## config.mk

```make
export PLATFORM = sky130hd
export DESIGN_NAME = async_serial_port_mp
export DESIGN_NICKNAME = d
export VERILOG_FILES = /design/src/rate_divider.v /design/src/async_serial_port_mp.v
export VERILOG_INCLUDE_DIRS = /design/src /design/src/common
export SDC_FILE = /design/constraint.sdc
export NUM_CORES = 1
export LEC_CHECK = 0
export BUFFER_PORTS_ARGS = -buffer_cell sky130_fd_sc_hd__buf_2
export CORE_MARGIN = 4
export CORE_UTILIZATION = 65
export DETAILED_ROUTE_END_ITERATION = 6
export PLACE_DENSITY = 0.9
export SYNTH_ARGS = -nofsm -noshare
export SYNTH_HDL_FRONTEND = slang
export SYNTH_SLANG_ARGS = --single-unit
```

## constraint.sdc

```tcl
create_clock -name core_clk -period 11 [get_ports core_clk]
set_input_delay 2.2 -clock core_clk [delete_from_list [all_inputs] [get_ports core_clk]]
set_output_delay 2.2 -clock core_clk [all_outputs]
set_load 0.02 [all_outputs]
```

## src/common/async_serial_defs.vh

```
`ifndef ASYNC_SERIAL_DEFS_VH
`define ASYNC_SERIAL_DEFS_VH
// ----------------------------------------
// register indexes
// ----------------------------------------
`define REG_TXDATA 3'h0
`define REG_RXDATA 3'h1
`define REG_STATUS 3'h2
`define REG_CTRL 3'h3
`define REG_DIVLO 3'h4
`define REG_DIVHI 3'h5
`define REG_ADDR 3'h6
// ----------------------------------------
// control bit positions
// ----------------------------------------
`define CTL_TXEN 0
`define CTL_RXEN 1
`define CTL_FLOW 2
`define CTL_PAREN 3
`define CTL_PARODD 4
`define CTL_MDEN 5
`define CTL_MDLO 6
`define CTL_MDHI 7
`define CTL_ADRFLG 8
`define CTL_RXIEN 9
`define CTL_STOP2 10
// ----------------------------------------
// reset values and counts
// ----------------------------------------
`define CTRL_RST 11'h200
`define DIV_RST 16'h0001
`define OVS_LAST 4'hF
`define OVS_MID 4'h7
`define TX_BITS 4'hA
`define RX_BITS 4'h9
`endif

```

## src/rate_divider.v

```verilog
`timescale 1ns/1ps
// ----------------------------------------
// divisor counter: tick every divisor clocks
// ----------------------------------------
module rate_divider #(
  parameter WIDTH = 16
) (
  // clock and reset
  input wire clk,
  input wire rstSync_n,
  // control
  input wire [WIDTH-1:0] divisor,
  input wire restart,
  // output
  output reg tick_ff
);
  reg [WIDTH-1:0] cnt_ff;
  wire [WIDTH-1:0] one = {{(WIDTH-1){1'b0}}, 1'b1};
  wire hit = (cnt_ff >= divisor) || (divisor == {WIDTH{1'b0}});
  always @(posedge clk or negedge rstSync_n)
  begin
    if (!rstSync_n)
    begin
      cnt_ff <= {{(WIDTH-1){1'b0}}, 1'b1};
      tick_ff <= 1'b0;
    end
    else if (restart)
    begin
      cnt_ff <= one;
      tick_ff <= 1'b0;
    end
    else
    begin
      cnt_ff <= hit ? one : cnt_ff + one;
      tick_ff <= hit;
    end
  end
endmodule

```

## src/async_serial_port_mp.v

```verilog
// The implementer's own choices: the address map and the plain strobed port.
`timescale 1ns/1ps
`include "async_serial_defs.vh"
// Overview of operation
// - with flow gate enabled, clear-to-send gates each new character start
// - clear-to-send sampled one clock before start; held off while deasserted
// - a character already started is always finished
// - address flag bit sent after eight data bits, before stop bits
// - separate transmit and receive interrupt requests
// - with serial disabled, rate divider runs as timer with interrupt
// - holding empty set once first bit leaves shifter; raises tx interrupt
// - writing transmit holding register clears holding empty
// - rx interrupt on byte available, break, overrun or framing error
// - byte available interrupt maskable alone
// - data interrupt only after byte moved into holding register
// - multidrop mode: data interrupts depend on mode and last address
// - overrun keeps valid byte, new character dropped
// - overrun and line break seen hidden until pending byte read
// - after read, overrun shown and byte available set again
// - line break seen tells whether break caused overrun
// - bit rate is clock over sixteen times divisor
// - 8-bit and 9-bit formats with selectable parity
// - rate divider is a 16-bit counter usable as timer
module async_serial_port_mp #(
  parameter DIV_W = 16
) (
  // clock and reset
  input wire core_clk,
  input wire rst_n,
  // register port
  input wire [2:0] regAddr,
  input wire [15:0] regWdata,
  input wire regWr,
  input wire regRd,
  output reg [15:0] regRdata_ff,
  // serial pins
  input wire rxPin,
  input wire clearToSend_n,
  output reg txPin_ff,
  // interrupts
  output wire txIrq,
  output wire rxIrq
);
  // ----------------------------------------
  // reset release
  // ----------------------------------------
  reg [1:0] rstSync_ff;
  wire rstSync_n = rstSync_ff[1];
  always @(posedge core_clk or negedge rst_n)
  begin
    if (!rst_n)
      rstSync_ff <= 2'h0;
    else
      rstSync_ff <= {rstSync_ff[0], 1'b1};
  end
  // ----------------------------------------
  // pin synchronisers
  // ----------------------------------------
  reg [1:0] rxMeta_ff;
  reg [1:0] ctsMeta_ff;
  always @(posedge core_clk or negedge rstSync_n)
  begin
    if (!rstSync_n)
    begin
      rxMeta_ff <= 2'h3;
      ctsMeta_ff <= 2'h3;
    end
    else
    begin
      rxMeta_ff <= {rxMeta_ff[0], rxPin};
      ctsMeta_ff <= {ctsMeta_ff[0], clearToSend_n};
    end
  end
  wire rxIn = rxMeta_ff[1];
  wire ctsOk = ~ctsMeta_ff[1];
  // ----------------------------------------
  // registers
  // ----------------------------------------
  reg [10:0] ctrl_ff;
  reg [DIV_W-1:0] divisor_ff;
  reg [7:0] nodeAddr_ff;
  reg [8:0] txHold_ff;
  reg txHoldEmpty_ff;
  reg [8:0] rxHold_ff;
  reg rxByteAvail_ff;
  reg overrun_ff, overrunPend_ff, lineBreakSeen_ff, breakPend_ff;
  reg frameErr_ff, parityErr_ff, breakNow_ff, timerFlag_ff;
  wire txEn = ctrl_ff[`CTL_TXEN];
  wire rxEn = ctrl_ff[`CTL_RXEN];
  wire parEn = ctrl_ff[`CTL_PAREN];
  wire mdEn = ctrl_ff[`CTL_MDEN];
  wire [1:0] mdMode = {ctrl_ff[`CTL_MDHI], ctrl_ff[`CTL_MDLO]};
  wire serialOff = ~txEn & ~rxEn;
  wire wrCtrl = regWr && regAddr == `REG_CTRL;
  wire wrTx = regWr && regAddr == `REG_TXDATA;
  wire rdRx = regRd && regAddr == `REG_RXDATA;
  wire rdStat = regRd && regAddr == `REG_STATUS;
  // ----------------------------------------
  // rate divider: x16 tick
  // ----------------------------------------
  wire ovsTick;
  rate_divider #(.WIDTH(DIV_W)) u_div (
    .clk(core_clk),
    .rstSync_n(rstSync_n),
    .divisor(divisor_ff),
    .restart(regWr && (regAddr == `REG_DIVLO || regAddr == `REG_DIVHI)),
    .tick_ff(ovsTick)
  );
  function parityOf;
    input [8:0] d;
    input odd;
    parityOf = ^d ^ odd;
  endfunction
  // ----------------------------------------
  // transmitter
  // ----------------------------------------
  localparam TX_IDLE = 2'b01;
  localparam TX_SHIFT = 2'b10;
  reg [1:0] txState_ff;
  reg [11:0] txShift_ff;
  reg [3:0] txBits_ff, txOvs_ff;
  // frame: data bits, optional flag/parity, stop bits
  wire txExtra = mdEn | parEn;
  wire txFlag = mdEn ? txHold_ff[8] : parityOf({1'b0, txHold_ff[7:0]}, ctrl_ff[`CTL_PARODD]);
  wire [3:0] txLen = `TX_BITS + {3'h0, txExtra} + {3'h0, ctrl_ff[`CTL_STOP2]};
  always @(posedge core_clk or negedge rstSync_n)
  begin
    if (!rstSync_n)
    begin
      txState_ff <= TX_IDLE;
      txShift_ff <= 12'hFFF;
      txBits_ff <= 4'h0;
      txOvs_ff <= 4'h0;
      txPin_ff <= 1'b1;
      txHoldEmpty_ff <= 1'b1;
    end
    else
    begin
      case (txState_ff)
        TX_IDLE:
        begin
          txPin_ff <= 1'b1;
          // cts sampled in the cycle before start; start on a tick edge
          if (ovsTick && txEn && !txHoldEmpty_ff && (!ctrl_ff[`CTL_FLOW] || ctsOk))
          begin
            // flag bit directly after data, before stop
            txShift_ff <= txExtra ? {2'h3, txFlag, txHold_ff[7:0], 1'b0}
                                  : {3'h7, txHold_ff[7:0], 1'b0};
            txBits_ff <= txLen;
            txOvs_ff <= 4'h0;
            txPin_ff <= 1'b0;
            txState_ff <= TX_SHIFT;
          end
        end
        TX_SHIFT:
        begin
          // cts ignored here so the character completes
          if (ovsTick)
          begin
            txOvs_ff <= txOvs_ff + 4'h1;
            if (txOvs_ff == `OVS_LAST)
            begin
              // first bit gone: holding register free
              if (txBits_ff == txLen)
                txHoldEmpty_ff <= 1'b1;
              txShift_ff <= {1'b1, txShift_ff[11:1]};
              txPin_ff <= txShift_ff[1];
              txBits_ff <= txBits_ff - 4'h1;
              if (txBits_ff == 4'h1)
              begin
                txPin_ff <= 1'b1;
                txState_ff <= TX_IDLE;
              end
            end
          end
        end
        default:
          txState_ff <= TX_IDLE;
      endcase
      if (wrTx)
        txHoldEmpty_ff <= 1'b0;
    end
  end
  // ----------------------------------------
  // receiver
  // ----------------------------------------
  localparam RX_IDLE = 3'b001;
  localparam RX_START = 3'b010;
  localparam RX_DATA = 3'b100;
  reg [2:0] rxState_ff;
  reg [9:0] rxShift_ff;
  reg [3:0] rxBits_ff, rxOvs_ff;
  reg rxPrev_ff, rxDone_ff, addrMatch_ff;
  wire [3:0] rxLen = `RX_BITS + {3'h0, txExtra};
  // aligned frame without start: [7:0] data, [8] flag, [9] stop
  wire [9:0] rxFrame = txExtra ? rxShift_ff : {rxShift_ff[9], 1'b0, rxShift_ff[8:1]};
  wire rxIsAddr = mdEn & rxFrame[8];
  // multidrop filtering
  reg rxAccept;
  always @*
  begin
    rxAccept = 1'b1;
    if (mdEn)
    begin
      case (mdMode)
        2'h1: rxAccept = rxIsAddr | addrMatch_ff;
        2'h2: rxAccept = rxIsAddr ? (rxFrame[7:0] == nodeAddr_ff) : addrMatch_ff;
        2'h3: rxAccept = rxIsAddr ? 1'b0 : addrMatch_ff;
        default: rxAccept = 1'b1;
      endcase
    end
  end
  always @(posedge core_clk or negedge rstSync_n)
  begin
    if (!rstSync_n)
    begin
      rxState_ff <= RX_IDLE;
      rxShift_ff <= 10'h000;
      rxBits_ff <= 4'h0;
      rxOvs_ff <= 4'h0;
      rxPrev_ff <= 1'b1;
      rxDone_ff <= 1'b0;
    end
    else
    begin
      rxDone_ff <= 1'b0;
      if (ovsTick)
        rxPrev_ff <= rxIn;
      case (rxState_ff)
        RX_IDLE:
          // falling edge starts a start-bit
          if (rxEn && ovsTick && rxPrev_ff && !rxIn)
          begin
            rxOvs_ff <= 4'h0;
            rxState_ff <= RX_START;
          end
        RX_START:
          if (ovsTick)
          begin
            rxOvs_ff <= rxOvs_ff + 4'h1;
            if (rxOvs_ff == `OVS_MID - 4'h1)
            begin
              // confirmed mid-bit, else a glitch
              rxState_ff <= rxIn ? RX_IDLE : RX_DATA;
              rxOvs_ff <= 4'h0;
              rxBits_ff <= rxLen;
            end
          end
        RX_DATA:
          if (ovsTick)
          begin
            rxOvs_ff <= rxOvs_ff + 4'h1;
            if (rxOvs_ff == `OVS_LAST)
            begin
              rxShift_ff <= {rxIn, rxShift_ff[9:1]};
              rxBits_ff <= rxBits_ff - 4'h1;
              if (rxBits_ff == 4'h1)
              begin
                rxDone_ff <= 1'b1;
                rxState_ff <= RX_IDLE;
              end
            end
          end
        default:
          rxState_ff <= RX_IDLE;
      endcase
    end
  end
  // ----------------------------------------
  // receive holding and status
  // ----------------------------------------
  always @(posedge core_clk or negedge rstSync_n)
  begin
    if (!rstSync_n)
    begin
      rxHold_ff <= 9'h000;
      rxByteAvail_ff <= 1'b0;
      overrun_ff <= 1'b0;
      overrunPend_ff <= 1'b0;
      lineBreakSeen_ff <= 1'b0;
      breakPend_ff <= 1'b0;
      frameErr_ff <= 1'b0;
      parityErr_ff <= 1'b0;
      breakNow_ff <= 1'b0;
      addrMatch_ff <= 1'b0;
    end
    else
    begin
      // status read clears errors; later event sets win below
      if (rdStat)
      begin
        overrun_ff <= 1'b0;
        lineBreakSeen_ff <= 1'b0;
        frameErr_ff <= 1'b0;
        parityErr_ff <= 1'b0;
        breakNow_ff <= 1'b0;
      end
      if (rdRx)
      begin
        rxByteAvail_ff <= 1'b0;
        // reveal hidden overrun after valid byte read
        if (overrunPend_ff)
        begin
          overrun_ff <= 1'b1;
          lineBreakSeen_ff <= breakPend_ff;
          rxByteAvail_ff <= 1'b1;
          overrunPend_ff <= 1'b0;
          breakPend_ff <= 1'b0;
        end
      end
      if (rxDone_ff)
      begin
        if (rxIsAddr && mdMode != 2'h0)
          addrMatch_ff <= (rxFrame[7:0] == nodeAddr_ff);
        // low stop bit, all-zero character is a break
        if (!rxFrame[9])
        begin
          frameErr_ff <= 1'b1;
          if (rxFrame[8:0] == 9'h000)
            breakNow_ff <= 1'b1;
        end
        if (parEn && !mdEn && parityOf({1'b0, rxFrame[7:0]}, ctrl_ff[`CTL_PARODD]) != rxFrame[8])
          parityErr_ff <= 1'b1;
        if (rxAccept)
        begin
          if (rxByteAvail_ff && !rdRx)
          begin
            // keep the held byte, remember overrun
            overrunPend_ff <= 1'b1;
            breakPend_ff <= breakPend_ff | (rxFrame[9:0] == 10'h000);
          end
          else
          begin
            // byte lands in the same cycle as its interrupt
            rxHold_ff <= rxFrame[8:0];
            rxByteAvail_ff <= 1'b1;
          end
        end
      end
    end
  end
  // ----------------------------------------
  // timer flag when serial is off
  // ----------------------------------------
  always @(posedge core_clk or negedge rstSync_n)
  begin
    if (!rstSync_n)
    begin
      timerFlag_ff <= 1'b0;
    end
    else
    begin
      if (rdStat)
        timerFlag_ff <= 1'b0;
      // divider runs as a plain timer
      if (serialOff && ovsTick)
        timerFlag_ff <= 1'b1;
    end
  end
  // ----------------------------------------
  // interrupts
  // ----------------------------------------
  assign txIrq = (txEn & txHoldEmpty_ff) | (serialOff & timerFlag_ff);
  assign rxIrq = rxEn & ((rxByteAvail_ff & ctrl_ff[`CTL_RXIEN])
                 | overrun_ff | breakNow_ff | frameErr_ff);
  // ----------------------------------------
  // register port
  // ----------------------------------------
  always @(posedge core_clk or negedge rstSync_n)
  begin
    if (!rstSync_n)
    begin
      ctrl_ff <= `CTRL_RST;
      divisor_ff <= `DIV_RST;
      nodeAddr_ff <= 8'h00;
      txHold_ff <= 9'h000;
      regRdata_ff <= 16'h0000;
    end
    else
    begin
      if (wrCtrl)
        ctrl_ff <= regWdata[10:0];
      if (regWr && regAddr == `REG_DIVLO)
        divisor_ff[7:0] <= regWdata[7:0];
      if (regWr && regAddr == `REG_DIVHI)
        divisor_ff[DIV_W-1:8] <= regWdata[DIV_W-9:0];
      if (regWr && regAddr == `REG_ADDR)
        nodeAddr_ff <= regWdata[7:0];
      if (wrTx)
        txHold_ff <= {ctrl_ff[`CTL_ADRFLG], regWdata[7:0]};
      regRdata_ff <= 16'h0000;
      if (regRd)
      begin
        case (regAddr)
          `REG_TXDATA: regRdata_ff <= {7'h00, txHold_ff};
          `REG_RXDATA: regRdata_ff <= {7'h00, rxHold_ff};
          `REG_STATUS: regRdata_ff <= {7'h00, timerFlag_ff, addrMatch_ff, parityErr_ff,
                                      frameErr_ff, breakNow_ff, lineBreakSeen_ff,
                                      overrun_ff, txHoldEmpty_ff, rxByteAvail_ff};
          `REG_CTRL: regRdata_ff <= {5'h00, ctrl_ff};
          `REG_DIVLO: regRdata_ff <= {8'h00, divisor_ff[7:0]};
          `REG_DIVHI: regRdata_ff <= {8'h00, divisor_ff[DIV_W-1:8]};
          `REG_ADDR: regRdata_ff <= {8'h00, nodeAddr_ff};
          default: regRdata_ff <= 16'h0000;
        endcase
      end
    end
  end
endmodule

```

Word-level counts from Yosys, hierarchy flattened
Cells that the tools add are included.
- add/sub/neg operators: 8
- $lt $le $gt $ge: 1
- equality and inequality tests: 32
- mux-type cells: 92
- bitwise gates (word level): 19
- reduce and logical (&&, ||, !) cells: 53
- operator list (cell ; count):
    case mux 11 bit (7 select lines) ; 1
    two-way mux 4 bit ; 13
    two-way mux 1 bit ; 50
    two-way mux 12 bit ; 3
    two-way mux 16 bit ; 2
    case mux 12 bit (2 select lines) ; 1
    case mux 4 bit (2 select lines) ; 3
    two-way mux 3 bit ; 7
    logical AND 1 bit ; 19
    XOR reduction 9 bit ; 2
    adder 16 x 1 -> 16 bit (second input constant) ; 1
    >= comparator 16 bit ; 1
    logical NOT 16 bit ; 1
    AND reduction 4 bit ; 4
    nonzero test 2 bit ; 8
    inequality test 2 bit (second input constant) ; 7
    equality test 3 bit (second input constant) ; 4
    case mux 4 bit (3 select lines) ; 1
    AND reduction 3 bit ; 4
    two-way mux 11 bit ; 1
    logical NOT 10 bit ; 1
    two-way mux 10 bit ; 1
    equality test 3 x 2 -> 1 bit (second input constant) ; 3
    logical NOT 9 bit ; 1
    other kinds (31) ; 66
- bits in registers: 149
- input bits: 25
- output and inout bits: 19
- word-level logic and storage cells: 239

Depth between registers and ports, before layout
- depth in word-level cells: 9
- depth in mapped cells: 9
- mapped depth without buffers: 8

By module
Synthesis repeated with hierarchy kept, for this count alone.
- cells, all modules: 704
- area total of the unflattened synthesis: 7626.1 sq um
- by module, submodules not included (module ; instances ; cells an instance ; area an instance (sq um) ; seq. area each (sq um)):
    async_serial_port_mp ; 1 ; 566 ; 6297.3 ; 3128.0
    rate_divider ; 1 ; 138 ; 1328.8 ; 426.7

Least setup slack after synthesis
Ideal clock, no wire load.
- path type: input port to flip-flop
- start: input regAddr[0]
- end: register rxHold_ff[8]
- setup time: 0.125 ns
- arrival: 3.775 ns
- slack: 7.100 ns
- stages: 8
- cells stage by stage: clkbuf_1 -> nor2b_1 -> nand2_1 -> and2_1 -> nor3_1 -> a32oi_1 -> buf_6 -> mux2_4
- longest elaborated chain between the ends: 6
- RTL lines (element ; RTL line ; RTL):
    start: declaration ; async_serial_port_mp.v:31 ; input wire [2:0] regAddr,
    equality test 3 x 1 -> 1 bit ; n/a ;
    logical AND 1 bit (no line) ; n/a ;
    logical NOT 1 bit ; async_serial_port_mp.v:326 ; if (rxByteAvail_ff && !rdRx)
    logical AND 1 bit ; async_serial_port_mp.v:326 ;
    inverter 1 bit (no line) ; n/a ;
    AND reduction 3 bit (no line) ; n/a ;
    end signal: assignment ; async_serial_port_mp.v:335 ; rxHold_ff <= rxFrame[8:0];
    end: declaration ; async_serial_port_mp.v:84 ; reg [8:0] rxHold_ff;
Every way passes these cells.
A chain may end at the register's enable or synchronous reset.

Worst setup path after layout
- start: input regAddr[0]
- end: register rxHold_ff[3]
The elaborated chain is that of the path after synthesis.

==> results.tsv <==
stage	metric	value	unit
synthesis	synthTopCellsByArea	dfrtp_1, dfstp_2, mux2_2	
synthesis	avgSynthCellArea	10.21	um2
final_layout	final_area	0.008449	mm2
place	placed_area	0.007759	mm2
setup_path	arrival	4.23	ns
worst_hold_path	worstHoldPathCells	0	
synthesis	synth.largest_area_cell	dfrtp_1	
place	port-buffer-count	33	
pwr	ir_drop	0.2059	mV
synthesis	synth_seq_area_share	0.4736	
synthesis	yosys_most_used_dff	dfrtp_1	
die	die_area	0.01333	mm2
drt	first_pass_iters	6	
sta	slew_headroom	0.2718	
drt	drt-total-wl	18.30	mm
setup_path	required	11.28	ns
setup_path	worstSetupStartpointType	input port	
grt	met2_usage	0.4730	
pwr	power_density	219.3	mW/mm2
setup_path	rrSetupSlack	8.16	ns
clock_tree	cts_sinks	141	
setup_path	critPathBufInv	2	
synthesis	synth-edff-count	0	
synthesis	synth_seq_cells	141	
sta	worstMarginPinSlew	1.090	ns
setup_path	crit_end	rxHold_ff[3]	
run	drv_cap	0	
final_layout	final_layout_size_suffix_gt1_frac	0.1956	
synthesis	syn_inst	735	
die	num_rows	38	
final_layout	diodes	0	
die	num_io_pins	44	
clock_tree	numCtsBuffers	17	
drt	drt_iter0_drc	646	
setup_path	critPathMaxStageDelay	0.41	ns
sta	finalCritPeriodShare	0.3592	
die	core_area	0.01108	mm2
clock_tree	clockRootBuffer	clkbuf_16	
grt	grt_pass1_wl	29.84	mm
setup_path	crit_slowest_cell	buf_2	
sta	setup_ws	7.049	ns
grt	grt.busiest_layer	met2	
synthesis	netlist.area_leader.share	0.4001	
place	gp_congestion	0.9523	
clock_tree	cts_tree	yes	
grt	grt.total_usage	0.2890	
clock_tree	cts_buffer_depth	2	
clock_tree	clkLatencyLatePin	0.42	ns
final_layout	syn_to_final_growth	12.57	%
clock_tree	cts_setup_buffers	0	
synthesis	synth_cell_types	65	
synthesis	netlist_area	0.007506	mm2
drt	drc	0	
grt	antenna_found_initial	0	
synthesis	yosysWarnings	0	
sta	maxSlewViolCount	0	
drt	vias	5961	
setup_path	path_cells	buf_2 -> nor2b_1 -> nand2_1 -> and2_1 -> nor3_1 -> a32oi_1 -> buf_4 -> mux2i_1	
clock_tree	clk_pin_slew_worst_paths	0.05	ns
setup_path	critPathKind	in2reg	
grt	grt_max_degree	79	
die	die_h	115.5	um
status	status	finished, final reports clean	
setup_path	path_depth	8	
sta	finalCriticalPeriod	3.951	ns
die	start_util	0.6775	
pwr	p_leak	0.003959	uW
clock_tree	ctsResizeCount	0	
sta	setup_violations	0	
setup_path	worst_r2r_path_depth	8	
setup_path	worst_r2r_endpoint	rxHold_ff[3]	
place	pre_cts_slack	6.790	ns
setup_path	cpLargestDelayFamily	simple AND/OR/NAND/NOR gates	
die	fp.dieW	115.5	um
setup_path	end_kind	flip-flop	
place	dpl.hpwl	12.39	mm
sta	fin_skew	0.008507	ns
drt	drt-wirelength-per-cell	19.96	um
sta	max_freq	0.2531	GHz
worst_hold_path	hp-class	reg2reg	
setup_path	cp-startpoint	regAddr[0]	
grt	gr-usage-met3	0.07676	
sta	rsz0062_at_grt	no	
clock_tree	ctsHoldBuffers	0	
synthesis	synthArstFlopShare	1.000	
grt	grt_pass1_vias	5990	
sta	hold_viol	0	
clock_tree	cts_max_level	4	
drt	viasPerCell	6.501	
sta	timing.setup.tns	0	ns
setup_path	worstPathMaxFanout	27	
final_layout	nets	820	
setup_path	r2r_start	ctrl_ff[5]	
drt	ant_nets	0	
grt	use_met1	0.3661	
grt	grt_overflow	0	
Yosys cell counts, drive strengths merged, types with 11 or more instances:
cell    count
a21oi      21
clkbuf     23
dfrtp     120
dfstp      21
ha         31
inv        44
mux2       49
mux2i      31
nand2      77
nand2b     12
nand3      16
nor2       55
nor2b      12
nor3       13
o21ai      54
xnor2      27
xor2       11
cell usage in the layout (no fill, tap or decap), drive strengths merged, types with 9 or more instances in the layout:
master,n
nor3,13
a22oi,9
mux2i,31
xor2,11
xnor2,27
dfstp,21
clkbuf,21
dfrtp,120
nor2,55
inv,44
mux2,49
a21oi,21
nor2b,12
nand2b,12
buf,37
nand3,16
ha,31
nand2,77
o21ai,54
registers in the layout, summed over array words and instances (netlist names), 2 cells and up:
signal and cells:
ctrl_ff 11, ctsMeta_ff 2, divisor_ff 16, nodeAddr_ff 8
regRdata_ff 11, rstSync_ff 2, rxBits_ff 4, rxHold_ff 9
rxMeta_ff 2, rxOvs_ff 4, rxShift_ff 10, rxState_ff 3
txBits_ff 4, txHold_ff 9, txOvs_ff 4, txShift_ff 9
txState_ff 2, u_div.cnt_ff 16
cells by family after synthesis:
kind of cell | after synthesis | share of synthesized area
AOI/OAI and AO/OA | 142 | 0.1225
xor gates and xnor gates | 38 | 0.04434
adders and majority gates | 31 | 0.05168
buffers and inverters | 75 | 0.04167
DFF | 141 | 0.4736
muxes | 82 | 0.1240
other | 2 | 0.001001
and+or+nand+nor | 224 | 0.1412
stage by stage:
step           instances  total power, uW  hold slack, ns    util
2_1_floorplan        739             1057          0.3312       -
3_3_place_gp         885             1139          0.3324  0.7004
3_5_place_dp         885             1176          0.3358  0.7004
4_1_cts              917             1850          0.3482  0.7627
5_1_grt              917             1944          0.3613  0.7627
6_report             917             1853          0.3495  0.7627
per-layer routing:
layer,vias up,routed length (um),share of wire
met3,70,1510,0.082
met2,342,8763,0.48
li1,2637,-,-
met1,2912,7343,0.40
met4,0,686,0.037
met5,-,0,0
how the worst min path moves through the flow:
stage / end / slack [ns] / start
after floorplan: rstSync_ff[1] / 0.33 / rstSync_ff[0]
after global placement: rstSync_ff[1] / 0.33 / rstSync_ff[0]
after detailed placement: rstSync_ff[1] / 0.34 / rstSync_ff[0]
after CTS: rstSync_ff[1] / 0.35 / rstSync_ff[0]
after global routing: rxMeta_ff[1] / 0.36 / rxMeta_ff[0]
final: rstSync_ff[1] / 0.35 / rstSync_ff[0]
power breakdown:
part	internal, uW	switching (uW)	total [uW]
Clock	448	212	660
Sequential	622	104	727
Combinational	198	269	467
final cells by class:
cell class / instances / area, um2
inverter: 44 / 170.2
clock buffer: 21 / 480.5
fill: 717 / 2629
timing repair buffer: 37 / 195.2
multi-input combinational: 523 / 3660
clock inverter: 11 / 210.2
sequential: 141 / 3558
tap: 140 / 175.2
(Power assumes the default switching activity.)
